**src/access_guard_params.svh**
```systemverilog
// Offsets, field positions, reset values and counts of the access guard
`ifndef ACCESS_GUARD_PARAMS_SVH
`define ACCESS_GUARD_PARAMS_SVH

// Peripheral population
`define NUM_PERIPH        41
`define NUM_FIXED         7
`define NUM_ENTRY         34
`define PERIPH_W          6
`define PID_W             3
`define PERM_W            6

// Elevated, vector and first user process identifiers
`define PID_ELEV_LO       3'h0
`define PID_ELEV_HI       3'h1
`define PID_VECTOR        3'h0
`define PID_FIRST_USER    3'h2

// Register map, byte addresses
`define ADDR_W            8
`define ENTRY_BASE        8'h00
`define ENTRY_LAST        8'h84
`define STATUS_ADDR       8'h88

// Status register fields
`define ST_ACC_REF_BIT    0
`define ST_WR_REF_BIT     1
`define ST_PERIPH_LSB     4
`define ST_PID_LSB        12

// Reset values
`define PERM_RESET        6'h00
`define STATUS_RESET      32'h0000_0000

`endif

```
**src/access_guard_pkg.sv**
```systemverilog
// Types shared by the peripheral access guard
package access_guard_pkg;

   // One peripheral access from a CPU core
   typedef struct packed {
      logic [5:0] periph;
      logic [2:0] pid;
      logic       vector_fetch;
   } access_req_t;

   // Decision handed back for an access
   typedef struct packed {
      logic       valid;
      logic       grant;
      logic [5:0] periph;
   } access_resp_t;

   // Sticky record of refused attempts
   typedef struct packed {
      logic       acc_refused;
      logic       wr_refused;
      logic [5:0] last_periph;
      logic [2:0] last_pid;
   } refuse_log_t;

endpackage

```
**src/peripheral_pid_access_guard.sv**
```systemverilog
// Peripheral access guard keyed on the running process identifier
//
// Behaviour
// - Each of 41 peripherals checked individually
// - Identifiers 0 and 1 granted on all 41 peripherals
// - Identifiers 2-7 granted only when bit set
// - Identifiers 2..7 map onto bits 0..5
// - Only identifiers 0/1 may write entries
// - Interrupt vector fetch counts as identifier 0
`timescale 1ns/1ps
`include "access_guard_params.svh"

module peripheral_pid_access_guard (
   input  wire logic                          ref_clk,
   input  wire logic                          arst_n,
   // Avalon-MM slave
   input  wire logic [`ADDR_W-1:0]            avs_address,
   input  wire logic                          avs_read,
   input  wire logic                          avs_write,
   input  wire logic [31:0]                   avs_writedata,
   input  wire logic [3:0]                    avs_byteenable,
   input  wire logic [`PID_W-1:0]             avs_pid,
   output logic      [31:0]                   avs_readdata,
   output logic                               avs_waitrequest,
   // Access check port
   input  wire logic                          chk_valid,
   input  wire access_guard_pkg::access_req_t chk_req,
   output access_guard_pkg::access_resp_t     chk_resp
);

   // Permission table, one entry per configurable peripheral
   logic [`PERM_W-1:0] perm_q [`NUM_ENTRY];
   logic [`PERM_W-1:0] perm_d [`NUM_ENTRY];

   // Bus answer state
   logic               wait_q;
   logic               wait_d;
   logic [31:0]        rdata_q;
   logic [31:0]        rdata_d;

   // Check result and refusal log
   access_guard_pkg::access_resp_t resp_q;
   access_guard_pkg::access_resp_t resp_d;
   access_guard_pkg::refuse_log_t  log_q;
   access_guard_pkg::refuse_log_t  log_d;

   // Bus decode
   logic               bus_req;
   logic               commit;
   logic               in_table;
   logic               is_status;
   logic [5:0]         entry_idx;
   logic               writer_elev;

   // Check decode
   logic [`PID_W-1:0]  eff_pid;
   logic               elevated;
   logic               fixed_periph;
   logic               known_periph;
   logic [5:0]         chk_entry;
   logic [2:0]         user_bit;
   logic               bit_grant;
   logic               grant;

   // Address and privilege decode for the register bus
   always_comb begin
      bus_req     = avs_read | avs_write;
      commit      = bus_req & ~wait_q;
      in_table    = (avs_address <= `ENTRY_LAST) &&
                    (avs_address[1:0] == 2'h0);
      is_status   = (avs_address == `STATUS_ADDR);
      entry_idx   = avs_address[7:2];
      writer_elev = (avs_pid == `PID_ELEV_LO) ||
                    (avs_pid == `PID_ELEV_HI);
   end

   // Decision for the current access
   always_comb begin
      eff_pid      = chk_req.vector_fetch ? `PID_VECTOR : chk_req.pid;
      elevated     = (eff_pid == `PID_ELEV_LO) ||
                     (eff_pid == `PID_ELEV_HI);
      known_periph = ({2'h0, chk_req.periph} < 8'(`NUM_PERIPH));
      fixed_periph = ({2'h0, chk_req.periph} < 8'(`NUM_FIXED));
      chk_entry    = chk_req.periph - 6'(`NUM_FIXED);
      user_bit     = eff_pid - `PID_FIRST_USER;
      bit_grant    = 1'b0;
      if (known_periph && !fixed_periph) begin
         bit_grant = perm_q[chk_entry][user_bit];
      end
      if (!known_periph) begin
         grant = 1'b0;
      end else if (elevated) begin
         grant = 1'b1;
      end else if (fixed_periph) begin
         grant = 1'b0;
      end else begin
         grant = bit_grant;
      end
   end

   // Next value of the result port and the refusal log
   always_comb begin
      resp_d        = resp_q;
      resp_d.valid  = chk_valid;
      log_d         = log_q;
      if (chk_valid) begin
         resp_d.grant  = grant;
         resp_d.periph = chk_req.periph;
      end
      // Clear by an elevated write of ones, a new event wins over it
      if (commit && avs_write && is_status && writer_elev &&
          avs_byteenable[0]) begin
         if (avs_writedata[`ST_ACC_REF_BIT]) begin
            log_d.acc_refused = 1'b0;
         end
         if (avs_writedata[`ST_WR_REF_BIT]) begin
            log_d.wr_refused = 1'b0;
         end
      end
      if (chk_valid && !grant) begin
         log_d.acc_refused = 1'b1;
         log_d.last_periph = chk_req.periph;
         log_d.last_pid    = eff_pid;
      end
      if (commit && avs_write && in_table && !writer_elev) begin
         log_d.wr_refused = 1'b1;
      end
   end

   // Next value of the permission table
   always_comb begin
      for (int i = 0; i < `NUM_ENTRY; i++) begin
         perm_d[i] = perm_q[i];
      end
      if (commit && avs_write && in_table && writer_elev &&
          avs_byteenable[0]) begin
         perm_d[entry_idx] = avs_writedata[`PERM_W-1:0];
      end
   end

   // Next value of the bus answer: one wait cycle, then the answer
   always_comb begin
      wait_d  = ~(bus_req & wait_q);
      rdata_d = rdata_q;
      if (bus_req && wait_q) begin
         rdata_d = 32'h0000_0000;
         if (avs_read && in_table) begin
            rdata_d[`PERM_W-1:0] = perm_q[entry_idx];
         end else if (avs_read && is_status) begin
            rdata_d[`ST_ACC_REF_BIT]               = log_q.acc_refused;
            rdata_d[`ST_WR_REF_BIT]                = log_q.wr_refused;
            rdata_d[`ST_PERIPH_LSB +: `PERIPH_W]   = log_q.last_periph;
            rdata_d[`ST_PID_LSB +: `PID_W]         = log_q.last_pid;
         end
      end
   end

   // Permission table registers
   always_ff @(posedge ref_clk or negedge arst_n) begin
      if (!arst_n) begin
         for (int i = 0; i < `NUM_ENTRY; i++) begin
            perm_q[i] <= `PERM_RESET;
         end
      end else begin
         for (int i = 0; i < `NUM_ENTRY; i++) begin
            perm_q[i] <= perm_d[i];
         end
      end
   end

   // Bus, result and log registers
   always_ff @(posedge ref_clk or negedge arst_n) begin
      if (!arst_n) begin
         wait_q  <= 1'b1;
         rdata_q <= 32'h0000_0000;
         resp_q  <= '0;
         log_q   <= '0;
      end else begin
         wait_q  <= wait_d;
         rdata_q <= rdata_d;
         resp_q  <= resp_d;
         log_q   <= log_d;
      end
   end

   // Outputs straight from flip-flops
   assign avs_waitrequest = wait_q;
   assign avs_readdata    = rdata_q;
   assign chk_resp        = resp_q;

endmodule

```
**config.mk**
```make
export PLATFORM = sky130hd
export DESIGN_NAME = peripheral_pid_access_guard
export DESIGN_NICKNAME = d
export VERILOG_FILES = /design/src/access_guard_pkg.sv /design/src/peripheral_pid_access_guard.sv
export VERILOG_INCLUDE_DIRS = /design/src /design/src/src
export SDC_FILE = /design/constraint.sdc
export NUM_CORES = 1
export LEC_CHECK = 0
export BUFFER_PORTS_ARGS = -buffer_cell sky130_fd_sc_hd__buf_2
export CORE_AREA = 2 2 170 172
export CTS_CLUSTER_DIAMETER = 100
export DETAILED_ROUTE_END_ITERATION = 10
export DIE_AREA = 0 0 172 174
export PLACE_DENSITY = 0.66
export SYNTH_ARGS = -nofsm -noshare
export SYNTH_HDL_FRONTEND = slang
export SYNTH_SLANG_ARGS = --single-unit
```
**constraint.sdc**
```tcl
create_clock -name ref_clk -period 2.57 [get_ports ref_clk]
set_input_delay 0.1285 -clock ref_clk [delete_from_list [all_inputs] [get_ports ref_clk]]
set_output_delay 0.1285 -clock ref_clk [all_outputs]
set_load 0.005 [all_outputs]
```
==> results of run 1 <==
-- final cells by class --
class                      instances  area share, %
clock inverter                    11           1.03
timing repair buffer             181           9.21
tap                              384           3.09
clock buffer                      35           4.72
sequential                       237           38.1
inverter                          10          0.289
multi-input combinational        658           43.6
-- worst max-delay path, delay by kind of cell, from the launching register on --
family / cells / cell delay [ns]
compound gates: 3 / 0.63
buf+inv: 1 / 0.16
flops: 1 / 0.39
mux: 3 / 1.18
simple gates: 1 / 0.06
-- layout by cell type, fill, tap and decap left out, types with 3 or more instances in the layout --
master / netlist / final
inv_1: 10 / 9
bufinv_16: 0 / 4
and2_1: 4 / 4
and3_1: 10 / 9
o21ai_0: 20 / 20
clkbuf_16: 0 / 27
nor4_1: 3 / 3
clkbuf_8: 0 / 3
nand2_1: 95 / 95
clkbuf_1: 39 / 5
a32oi_1: 9 / 9
a31oi_1: 6 / 6
mux2i_1: 19 / 19
buf_12: 0 / 14
a21oi_1: 6 / 6
and4_1: 4 / 4
nor3b_1: 4 / 4
conb_1: 1 / 19
o22a_1: 3 / 3
buf_2: 13 / 50
nand2b_1: 3 / 3
mux2_2: 211 / 211
clkinv_2: 0 / 5
o2111ai_1: 6 / 5
dlygate4sd3_1: 0 / 7
nand3b_1: 4 / 4
nand3_1: 13 / 13
buf_4: 30 / 109
nor2b_1: 7 / 7
dfrtp_1: 236 / 236
nor3_1: 5 / 5
nor2_1: 47 / 46
nand4_1: 7 / 7
mux4_2: 106 / 106
-- power groups by stage --
stage / Clock, mW / Sequential [mW] / Combinational (mW)
after floorplan: 0 / 3.89 / 0.517
after detailed placement: 0 / 3.90 / 0.913
after CTS: 4.00 / 3.83 / 0.927
after global placement: 0 / 3.90 / 0.900
after global routing: 4.16 / 3.84 / 1.01
final: 3.94 / 3.83 / 0.929
-- sequential cells by signal, summed over array words and instances (netlist names) --
signal and cells:
perm_q 204, avs_waitrequest 1, chk_resp 8, log_q 11, avs_readdata 13
-- metal layers --
layer	vias to the layer above	track usage (%)	share of wire, %
met3	62	3.62	6.5
met4	0	6.02	2.2
met1	4874	36.8	45
met5	-	0	0
li1	3939	-	-
met2	372	38.5	46
-- what timing repair did --
item                                    4_1_cts  5_1_grt
endpoints found under the setup margin        1       10
buffers inserted                              0        2
pin swaps                                     0        4
hold endpoints to repair                     76        0
hold buffers                                  7        0
resized for setup                             1        5
-- stage by stage --
stage / setup slack, ns / hold WS (ns)
CTS: 0.0119 / 0.0164
floorplan: -0.319 / -0.167
detailed placement: -0.462 / 0.156
finish: 0.0289 / 0.0350
global route: -0.0557 / 0.0457
global placement: -0.420 / 0.147
-- how the worst max path moves through the flow --
| stage | to | slack, ns | cells after the start |
|---|---|---|---|
| after floorplan | log_q[8] | -0.32 | 13 |
| after global placement | log_q[0] | -0.42 | 11 |
| after detailed placement | log_q[0] | -0.46 | 11 |
| after CTS | log_q[6] | 0.01 | 8 |
| after global routing | log_q[0] | -0.06 | 8 |
| final | log_q[0] | 0.03 | 8 |
-- cell families after synthesis --
logic type      synth area share [%]
simple gates                    7.54
other cells                   0.0286
mux                             37.8
xor+xnor                       0.583
compound gates                  4.64
fa+ha+maj                      0.191
flops                           45.3
buf+inv                         3.93
==> results.yml, run 1 <==
run_status:
  run_status: "finished, final reports clean"
synthesis:
  yosysSeqAreaShare_pct: 45.3
  synth_top_area_share_pct: 45.1
  yosysMostFrequentCell: "dfrtp_1"
  synth_cell_types: 62
  synth.area.top_cells: "dfrtp_1 (45%), mux4_2 (18%), mux2_2 (18%)"
  ys_warn_count: 0
  yosysTopAreaCell: "dfrtp_1"
  synth-async-reset-ratio_pct: 100
  synth_top_flop_cell: "dfrtp_1"
  avgSynthCellArea_sq_um: 13.4
  synth_common_cells: "dfrtp_1 (236), mux2_2 (211), mux4_2 (106)"
  netlist_area_sq_mm: 0.0131
  ys_ff_latch: 237
  synth_edf_count: 0
  syn_inst: 976
timing:
  relSlewSlack_pct: 46.6
  rsz0062_at_grt: "true"
  setup_viol: 0
  hold_violations: 0
  timing.fmax_ghz: 0.394
  skew_ns: 0.0190
  slew_violations: 0
  tightestPinTransition_ns: 0.801
  finalCriticalPeriod_ns: 2.54
  min_period_over_period_pct: 98.9
  fin_tns_setup_ns: 0
die:
  start_util_pct: 46.4
  die_h_um: 174
  ioPinCount: 103
  dieWidth_um: 172
  die-area_sq_mm: 0.0299
  row_count: 62
  core_area_sq_mm: 0.0282
hold_path:
  hold_depth: 3
  hold_start: "chk_req[9]"
  hold_end: "chk_resp[5]"
  min_path_type: "input port to flip-flop"
clock_network:
  clk_pin_slew_ns: 0.06
  cts_root_buf: "clkbuf_16"
  clkSinkCount: 237
  htree_levels: 1
  cts-buffers-inserted: 26
  clock_path_buffers: 3
  clk-insertion-delay-late_ns: 0.54
  cts_tree: "built"
layout:
  fill_cells: 2325
  nNetsFinal: 1178
  seqCellArea_sq_mm: 0.00593
  utilization_pct: 55.1
  synthToLayoutAreaGrowth_pct: 18.8
  finalInstanceArea_sq_mm: 0.0156
  final_cells: 1516
  antenna_cells: 0
  layout-drive-gt1-share_pct: 48.6
  multi_input_area_sq_mm: 0.00678
worst_setup_path:
  r2r_slack_ns: 0.03
  r2r_cells: 8
  cp_max_fo: 4
  crit_path_start: "perm_q[29]"
  cpPeakStageDelay_ns: 0.52
  crit_chain: "mux4_2 -> mux4_2 -> mux2i_1 -> buf_4 -> o2bb2ai_2 -> a21oi_2 -> nor2_2 -> a2111o_1"
  crit_arrival_ns: 2.95
  worst_setup_path_end_kind: "flip-flop"
  r2r_start: "perm_q[29]"
  reg2reg_to: "log_q[0]"
  worstPathRequired_ns: 2.98
  worst_setup_path_start_kind: "flip-flop"
  crit_slowest_cell: "mux4_2"
  critPathMostFrequentCell: "mux4_2"
  crit_type: "flip-flop to flip-flop"
pwr:
  switching_share_pct: 24.4
  seqPwrFrac_pct: 44.1
  p_clk_share_pct: 45.3
  irDropWorstVdd_mv: 0.444
  finalPower_mw: 8.70
  cellPowerDensity_mw_per_mm2: 559
  switchingPower_mw: 2.12
  comb_power_share_pct: 10.7
  p_leak_nw: 7.14
  intPower_mw: 6.58
detailed_routing:
  drcViolationCount: 0
  wire_per_inst_um: 23.8
  first_pass_iters: 5
  wl_mm: 36.0
  vias: 9247
  drtIter0Drc: 800
  ant_nets: 0
  viasPerCell: 6.10
global_route:
  grt_overflow: 0
  grt_pass1_vias: 9359
  grt_pass1_wl_mm: 56.9
  antenna_found_initial: 0
  grtUsageTotal_pct: 24.7
  grt_max_degree: 75
job:
  drv_cap: 0
place:
  placed_cells: 1461
  place_area_sq_mm: 0.0146
  portBuffers: 53
  dp_hpwl_mm: 25.7
  routabilityCongestion: 0.900
(Power assumes the default switching activity.)
==> run 2: changes to the inputs <==
- CELL_PAD_IN_SITES_DETAIL_PLACEMENT: default -> 0
- CELL_PAD_IN_SITES_GLOBAL_PLACEMENT: default -> 2
- CORE_AREA: 2 2 170 172 -> 2 2 187 189
- DIE_AREA: 0 0 172 174 -> 0 0 189 191
- PLACE_DENSITY: 0.66 -> 0.75
==> run 2 against run 1 <==
Compared with the run above:
- global-route usage fell by 2.7 points
- sequential share of layout area fell by 0.51 points
- cell count rose by 6.7%
- via count fell by 1.4%
- critical path type unchanged
- die area rose by 21%
- critical path depth did not move
- hold slack got worse by 0.019 ns
- utilization fell by 8.9 points
==> results.yml, run 2 (synthesis results as in run 1) <==
run_status:
  run_status: "finished, final reports clean"
detailed_routing:
  wl_mm: 39.0
  wire_per_inst_um: 24.1
  vias: 9119
  drcViolationCount: 0
  drtIter0Drc: 649
  viasPerCell: 5.64
  first_pass_iters: 7
  ant_nets: 0
hold_path:
  hold_depth: 7
  hold_start: "avs_address[0]"
  hold_end: "log_q[10]"
  min_path_type: "input port to flip-flop"
worst_setup_path:
  crit_slowest_cell: "mux4_2"
  r2r_cells: 8
  cp_max_fo: 6
  reg2reg_to: "log_q[0]"
  crit_arrival_ns: 2.98
  r2r_start: "perm_q[183]"
  crit_chain: "mux4_2 -> and3_1 -> a311oi_2 -> a2111oi_2 -> nor4_1 -> o221a_2 -> nor2_2 -> a2111o_1"
  worst_setup_path_end_kind: "flip-flop"
  crit_type: "flip-flop to flip-flop"
  worst_setup_path_start_kind: "flip-flop"
  r2r_slack_ns: 0.02
  worstPathRequired_ns: 3.00
  cpPeakStageDelay_ns: 0.46
pwr:
  p_leak_nw: 7.26
  finalPower_mw: 8.45
  irDropWorstVdd_mv: 0.507
  cellPowerDensity_mw_per_mm2: 536
layout:
  finalInstanceArea_sq_mm: 0.0158
  fill_cells: 3091
  antenna_cells: 0
  layout_commonest_cell: "dfrtp_1"
  largest-register: "perm_q"
  synthToLayoutAreaGrowth_pct: 20.4
  largest_reg_flops: 204
  nNetsFinal: 1208
  final_cells: 1618
  layout-drive-gt1-share_pct: 49.9
  final_cell_mix: "dfrtp_1 (236), mux2_2 (211), buf_4 (142)"
timing:
  rsz0062_at_grt: "true"
  slew_violations: 0
  finalCriticalPeriod_ns: 2.55
  hold_violations: 0
  min_period_over_period_pct: 99.2
  timing.fmax_ghz: 0.392
  tightestPinTransition_ns: 0.823
  fin_tns_setup_ns: 0
  skew_ns: 0.0102
  relSlewSlack_pct: 45.2
  setup_viol: 0
place:
  place_area_sq_mm: 0.0148
  dp_hpwl_mm: 27.4
  portBuffers: 53
  routabilityCongestion: 0.877
  placed_cells: 1555
clock_network:
  clock_path_buffers: 3
  cts_root_buf: "clkbuf_16"
  cts-buffers-inserted: 27
  htree_levels: 1
  cts_tree: "built"
  clkSinkCount: 237
  clk_pin_slew_ns: 0.06
  clk-insertion-delay-late_ns: 0.55
global_route:
  grtUsageTotal_pct: 22.0
  grt_pass1_wl_mm: 60.5
  grt_max_degree: 79
  grt_pass1_vias: 9550
  antenna_found_initial: 0
  grt_overflow: 0
job:
  drv_cap: 0
die:
  start_util_pct: 38.4
  core_area_sq_mm: 0.0341
  dieWidth_um: 189
  die_h_um: 191
  ioPinCount: 103
  row_count: 68
  die-area_sq_mm: 0.0361
[run 2: stage by stage]
step                      setup WS (ns)  util, %  hold WS [ns]
after CTS                        0.0157     46.0        0.0117
after floorplan                  -0.319        -        -0.167
after global placement           -0.534     43.3         0.174
after global routing            -0.0576     46.3        0.0330
final                            0.0193     46.3        0.0160
after detailed placement         -0.555     43.3         0.166
[run 2: where the power goes]
part           internal (mW)  total [mW]  switching, mW
clock                   2.07        3.66           1.59
combinational          0.397       0.958          0.562
sequential              3.79        3.83         0.0446
total                   6.26        8.45           2.20
[run 2: worst max-delay path: cells and delay by family, from the launching register on]
| kind | cells | cell delay, ns |
|---|---|---|
| and+or+nand+nor | 3 | 0.48 |
| DFF | 1 | 0.40 |
| muxes | 1 | 0.46 |
| AOI/OAI and AO/OA | 4 | 1.08 |
[run 2: worst max path at each step]
stage | depth (start not counted) | startpoint | slack, ns | endpoint
3_3_place_gp | 11 | chk_req[5] | -0.53 | log_q[2]
3_5_place_dp | 13 | chk_req[5] | -0.55 | log_q[1]
4_1_cts | 8 | perm_q[71] | 0.02 | log_q[0]
2_1_floorplan | 13 | chk_req[4] | -0.32 | log_q[8]
5_1_grt | 8 | perm_q[71] | -0.06 | log_q[0]
6_report | 8 | perm_q[183] | 0.02 | log_q[0]
[run 2: cell type report]
| type | count | area, sq um | share of cell area [%] |
|---|---|---|---|
| sequential | 237 | 5930 | 37.6 |
| timing repair buffer | 210 | 1590 | 10.1 |
| clock inverter | 9 | 52.6 | 0.333 |
| inverter | 10 | 45.0 | 0.285 |
| tap | 455 | 569 | 3.61 |
| clock buffer | 39 | 771 | 4.88 |
| multi-input combinational | 658 | 6820 | 43.2 |
[run 2: metal layers]
| layer | routed length [um] | vias to the layer above | GRT usage (%) |
|---|---|---|---|
| met2 | 18100 | 266 | 35.2 |
| met3 | 2180 | 52 | 3.71 |
| met4 | 773 | 0 | 5.23 |
| met1 | 17900 | 4802 | 31.4 |
| li1 | - | 3999 | - |
| met5 | 0 | - | 0 |
[run 2: repair_timing]
action / CTS / global route
cloned: 0 / 0
buffers inserted: 1 / 6
gates resized for setup: 3 / 9
pin swaps: 1 / 6
hold endpoints to repair: 81 / 0
setup endpoints to repair: 10 / 10
hold buffers: 8 / 0
==> run 3: changes to the inputs <==
- CORE_AREA: 2 2 187 189 -> 2 2 172 174
- DIE_AREA: 0 0 189 191 -> 0 0 174 176
- PLACE_DENSITY: 0.75 -> 0.84
- RECOVER_POWER: default -> 100
- clock period: 2.57 -> 3 ns (I/O delays scaled with it)
==> run 3 against run 2 <==
Compared with the run above:
- the run now ends with max-capacitance violations, max-slew violations left
- non-clock buffer count is 59 lower
- clock power down 4%
- power down 11%
- clock skew rose by 0.0044 ns
- highest routed layer is now met5
==> results.yml, run 3 (synthesis results as in run 1) <==
pwr:
  irDropWorstVdd_mv: 0.453
  intPower_mw: 5.68
  switching_share_pct: 24.8
  p_leak_nw: 6.83
  comb_power_share_pct: 9.9
  seqPwrFrac_pct: 43.5
  finalPower_mw: 7.55
  switchingPower_mw: 1.87
  cellPowerDensity_mw_per_mm2: 497
  p_clk_share_pct: 46.6
timing:
  setup_viol: 0
  slew_violations: 100
  timing.fmax_ghz: 0.368
  hold_violations: 0
  relSlewSlack_pct: -63.9
  finalCriticalPeriod_ns: 2.72
  tightestPinTransition_ns: 2.46
  min_period_over_period_pct: 90.6
  whs_ns: 0.0367
  skew_ns: 0.0146
  rsz0062_at_grt: "false"
worst_setup_path:
  cpPeakStageDelay_ns: 0.54
  crit_path_start: "chk_req[5]"
  crit_chain: "buf_2 -> inv_1 -> ha_4 -> buf_12 -> mux4_2 -> nand2_1 -> and3_1 -> a31oi_1 -> o2111ai_1 -> o221a_1 -> clkbuf_1 -> and4_1 -> a2111o_1"
  crit_type: "input port to flip-flop"
  worst_setup_path_start_kind: "input port"
  r2r_cells: 9
  cp_num_cells: 13
  cp_max_fo: 20
  worstPathRequired_ns: 3.48
  r2r_slack_ns: 0.31
  reg2reg_to: "log_q[8]"
  crit_arrival_ns: 3.20
  r2r_start: "perm_q[21]"
  worst_setup_path_end_kind: "flip-flop"
  crit_slowest_cell: "ha_4"
  path_delay_family: "compound AO/OA/AOI/OAI gates"
  setup.worst_path.end: "log_q[8]"
  critPathBufInv: 4
clock_network:
  cts-buffers-inserted: 28
  post_cts_resized: 0
  cts_tree: "built"
  cts_root_buf: "clkbuf_16"
  post_cts_buffers: 0
  htree_levels: 1
  clk_pin_slew_ns: 0.06
  clock_path_buffers: 3
  clk-insertion-delay-late_ns: 0.55
  clkSinkCount: 237
  postCtsHoldBufs: 7
layout:
  synthToLayoutAreaGrowth_pct: 16.0
  layout_commonest_cell: "dfrtp_1"
  largest-register: "perm_q"
  largest_reg_flops: 204
  nNetsFinal: 1150
  final_cell_mix: "dfrtp_1 (236), mux2_2 (211), mux4_2 (106)"
  antenna_cells: 0
  layout-drive-gt1-share_pct: 43.1
  final_cells: 1492
die:
  die_h_um: 176
  row_count: 62
  start_util_pct: 45.9
  ioPinCount: 103
  core_area_sq_mm: 0.0285
  dieWidth_um: 174
  die-area_sq_mm: 0.0306
hold_path:
  min_path_type: "input port to flip-flop"
global_route:
  grt_pass1_wl_mm: 56.8
  grt_max_degree: 103
  grtUsageTotal_pct: 24.2
  antenna_found_initial: 2
  grt_overflow: 0
  grt_pass1_vias: 9207
run_status:
  violations: "max-capacitance violations, max-slew violations"
  run_status: "finished with violations"
detailed_routing:
  wl_mm: 36.1
  drtIter0Drc: 612
  vias: 9041
  drcViolationCount: 0
  viasPerCell: 6.06
  first_pass_iters: 5
  wire_per_inst_um: 24.2
  ant_nets: 0
place:
  portBuffers: 53
  routabilityCongestion: 0.852
  dp_hpwl_mm: 25.2
  placed_cells: 1433
job:
  drv_cap: 1
## run 3: cell types whose count changed in the layout (fill, tap and decap cells not counted), moves of 2 or more
cell and delta:
a2111oi_0 +2, buf_2 -10, buf_4 -95, bufinv_16 +3
clkbuf_1 +37, clkbuf_2 +3, clkbuf_8 +2, clkinvlp_4 +4
## run 3: final cells by class
cell class / instances / area (sq um)
Sequential cell: 237 / 5930
Multi-Input combinational cell: 658 / 6760
Fill cell: 2536 / 13400
Inverter: 10 / 40.0
Clock buffer: 36 / 801
Timing Repair Buffer: 151 / 1000
Clock inverter: 16 / 180
Tap cell: 384 / 480
## run 3: per-layer routing
layer	wire length, um	vias to the layer above	track usage, %
li1	-	3898	-
met3	2490	61	4.67
met4	907	2	6.37
met2	16800	329	38.4
met1	15900	4751	34.6
met5	12	-	0
## run 3: metrics by stage
step	utilization (%)	TNS, ns	setup WS (ns)	cell area [sq um]
after floorplan	-	0	0.00422	13200
after global placement	50.1	-1.64	-0.243	14300
after detailed placement	50.1	-1.62	-0.240	14300
after CTS	53.8	0	0.302	15400
after global routing	53.2	0	0.103	15200
final	53.2	0	0.281	15200
## run 3: worst min path at each step
stage / cells past startpoint / slack (ns) / startpoint / endpoint
floorplan: 0 / -0.15 / arst_n / avs_readdata[0]
global placement: 1 / 0.27 / arst_n / perm_q[103]
detailed placement: 1 / 0.27 / arst_n / perm_q[103]
CTS: 2 / 0.02 / chk_req[8] / chk_resp[4]
global route: 3 / 0.07 / chk_req[9] / chk_resp[5]
finish: 2 / 0.04 / chk_req[8] / chk_resp[4]
## run 3: power groups by stage
stage / sequential, mW / clock (mW) / combinational (mW)
2_1_floorplan: 3.33 / 0 / 0.437
3_3_place_gp: 3.34 / 0 / 0.750
3_5_place_dp: 3.34 / 0 / 0.754
4_1_cts: 3.29 / 3.60 / 0.764
5_1_grt: 3.29 / 3.74 / 0.816
6_report: 3.29 / 3.51 / 0.749
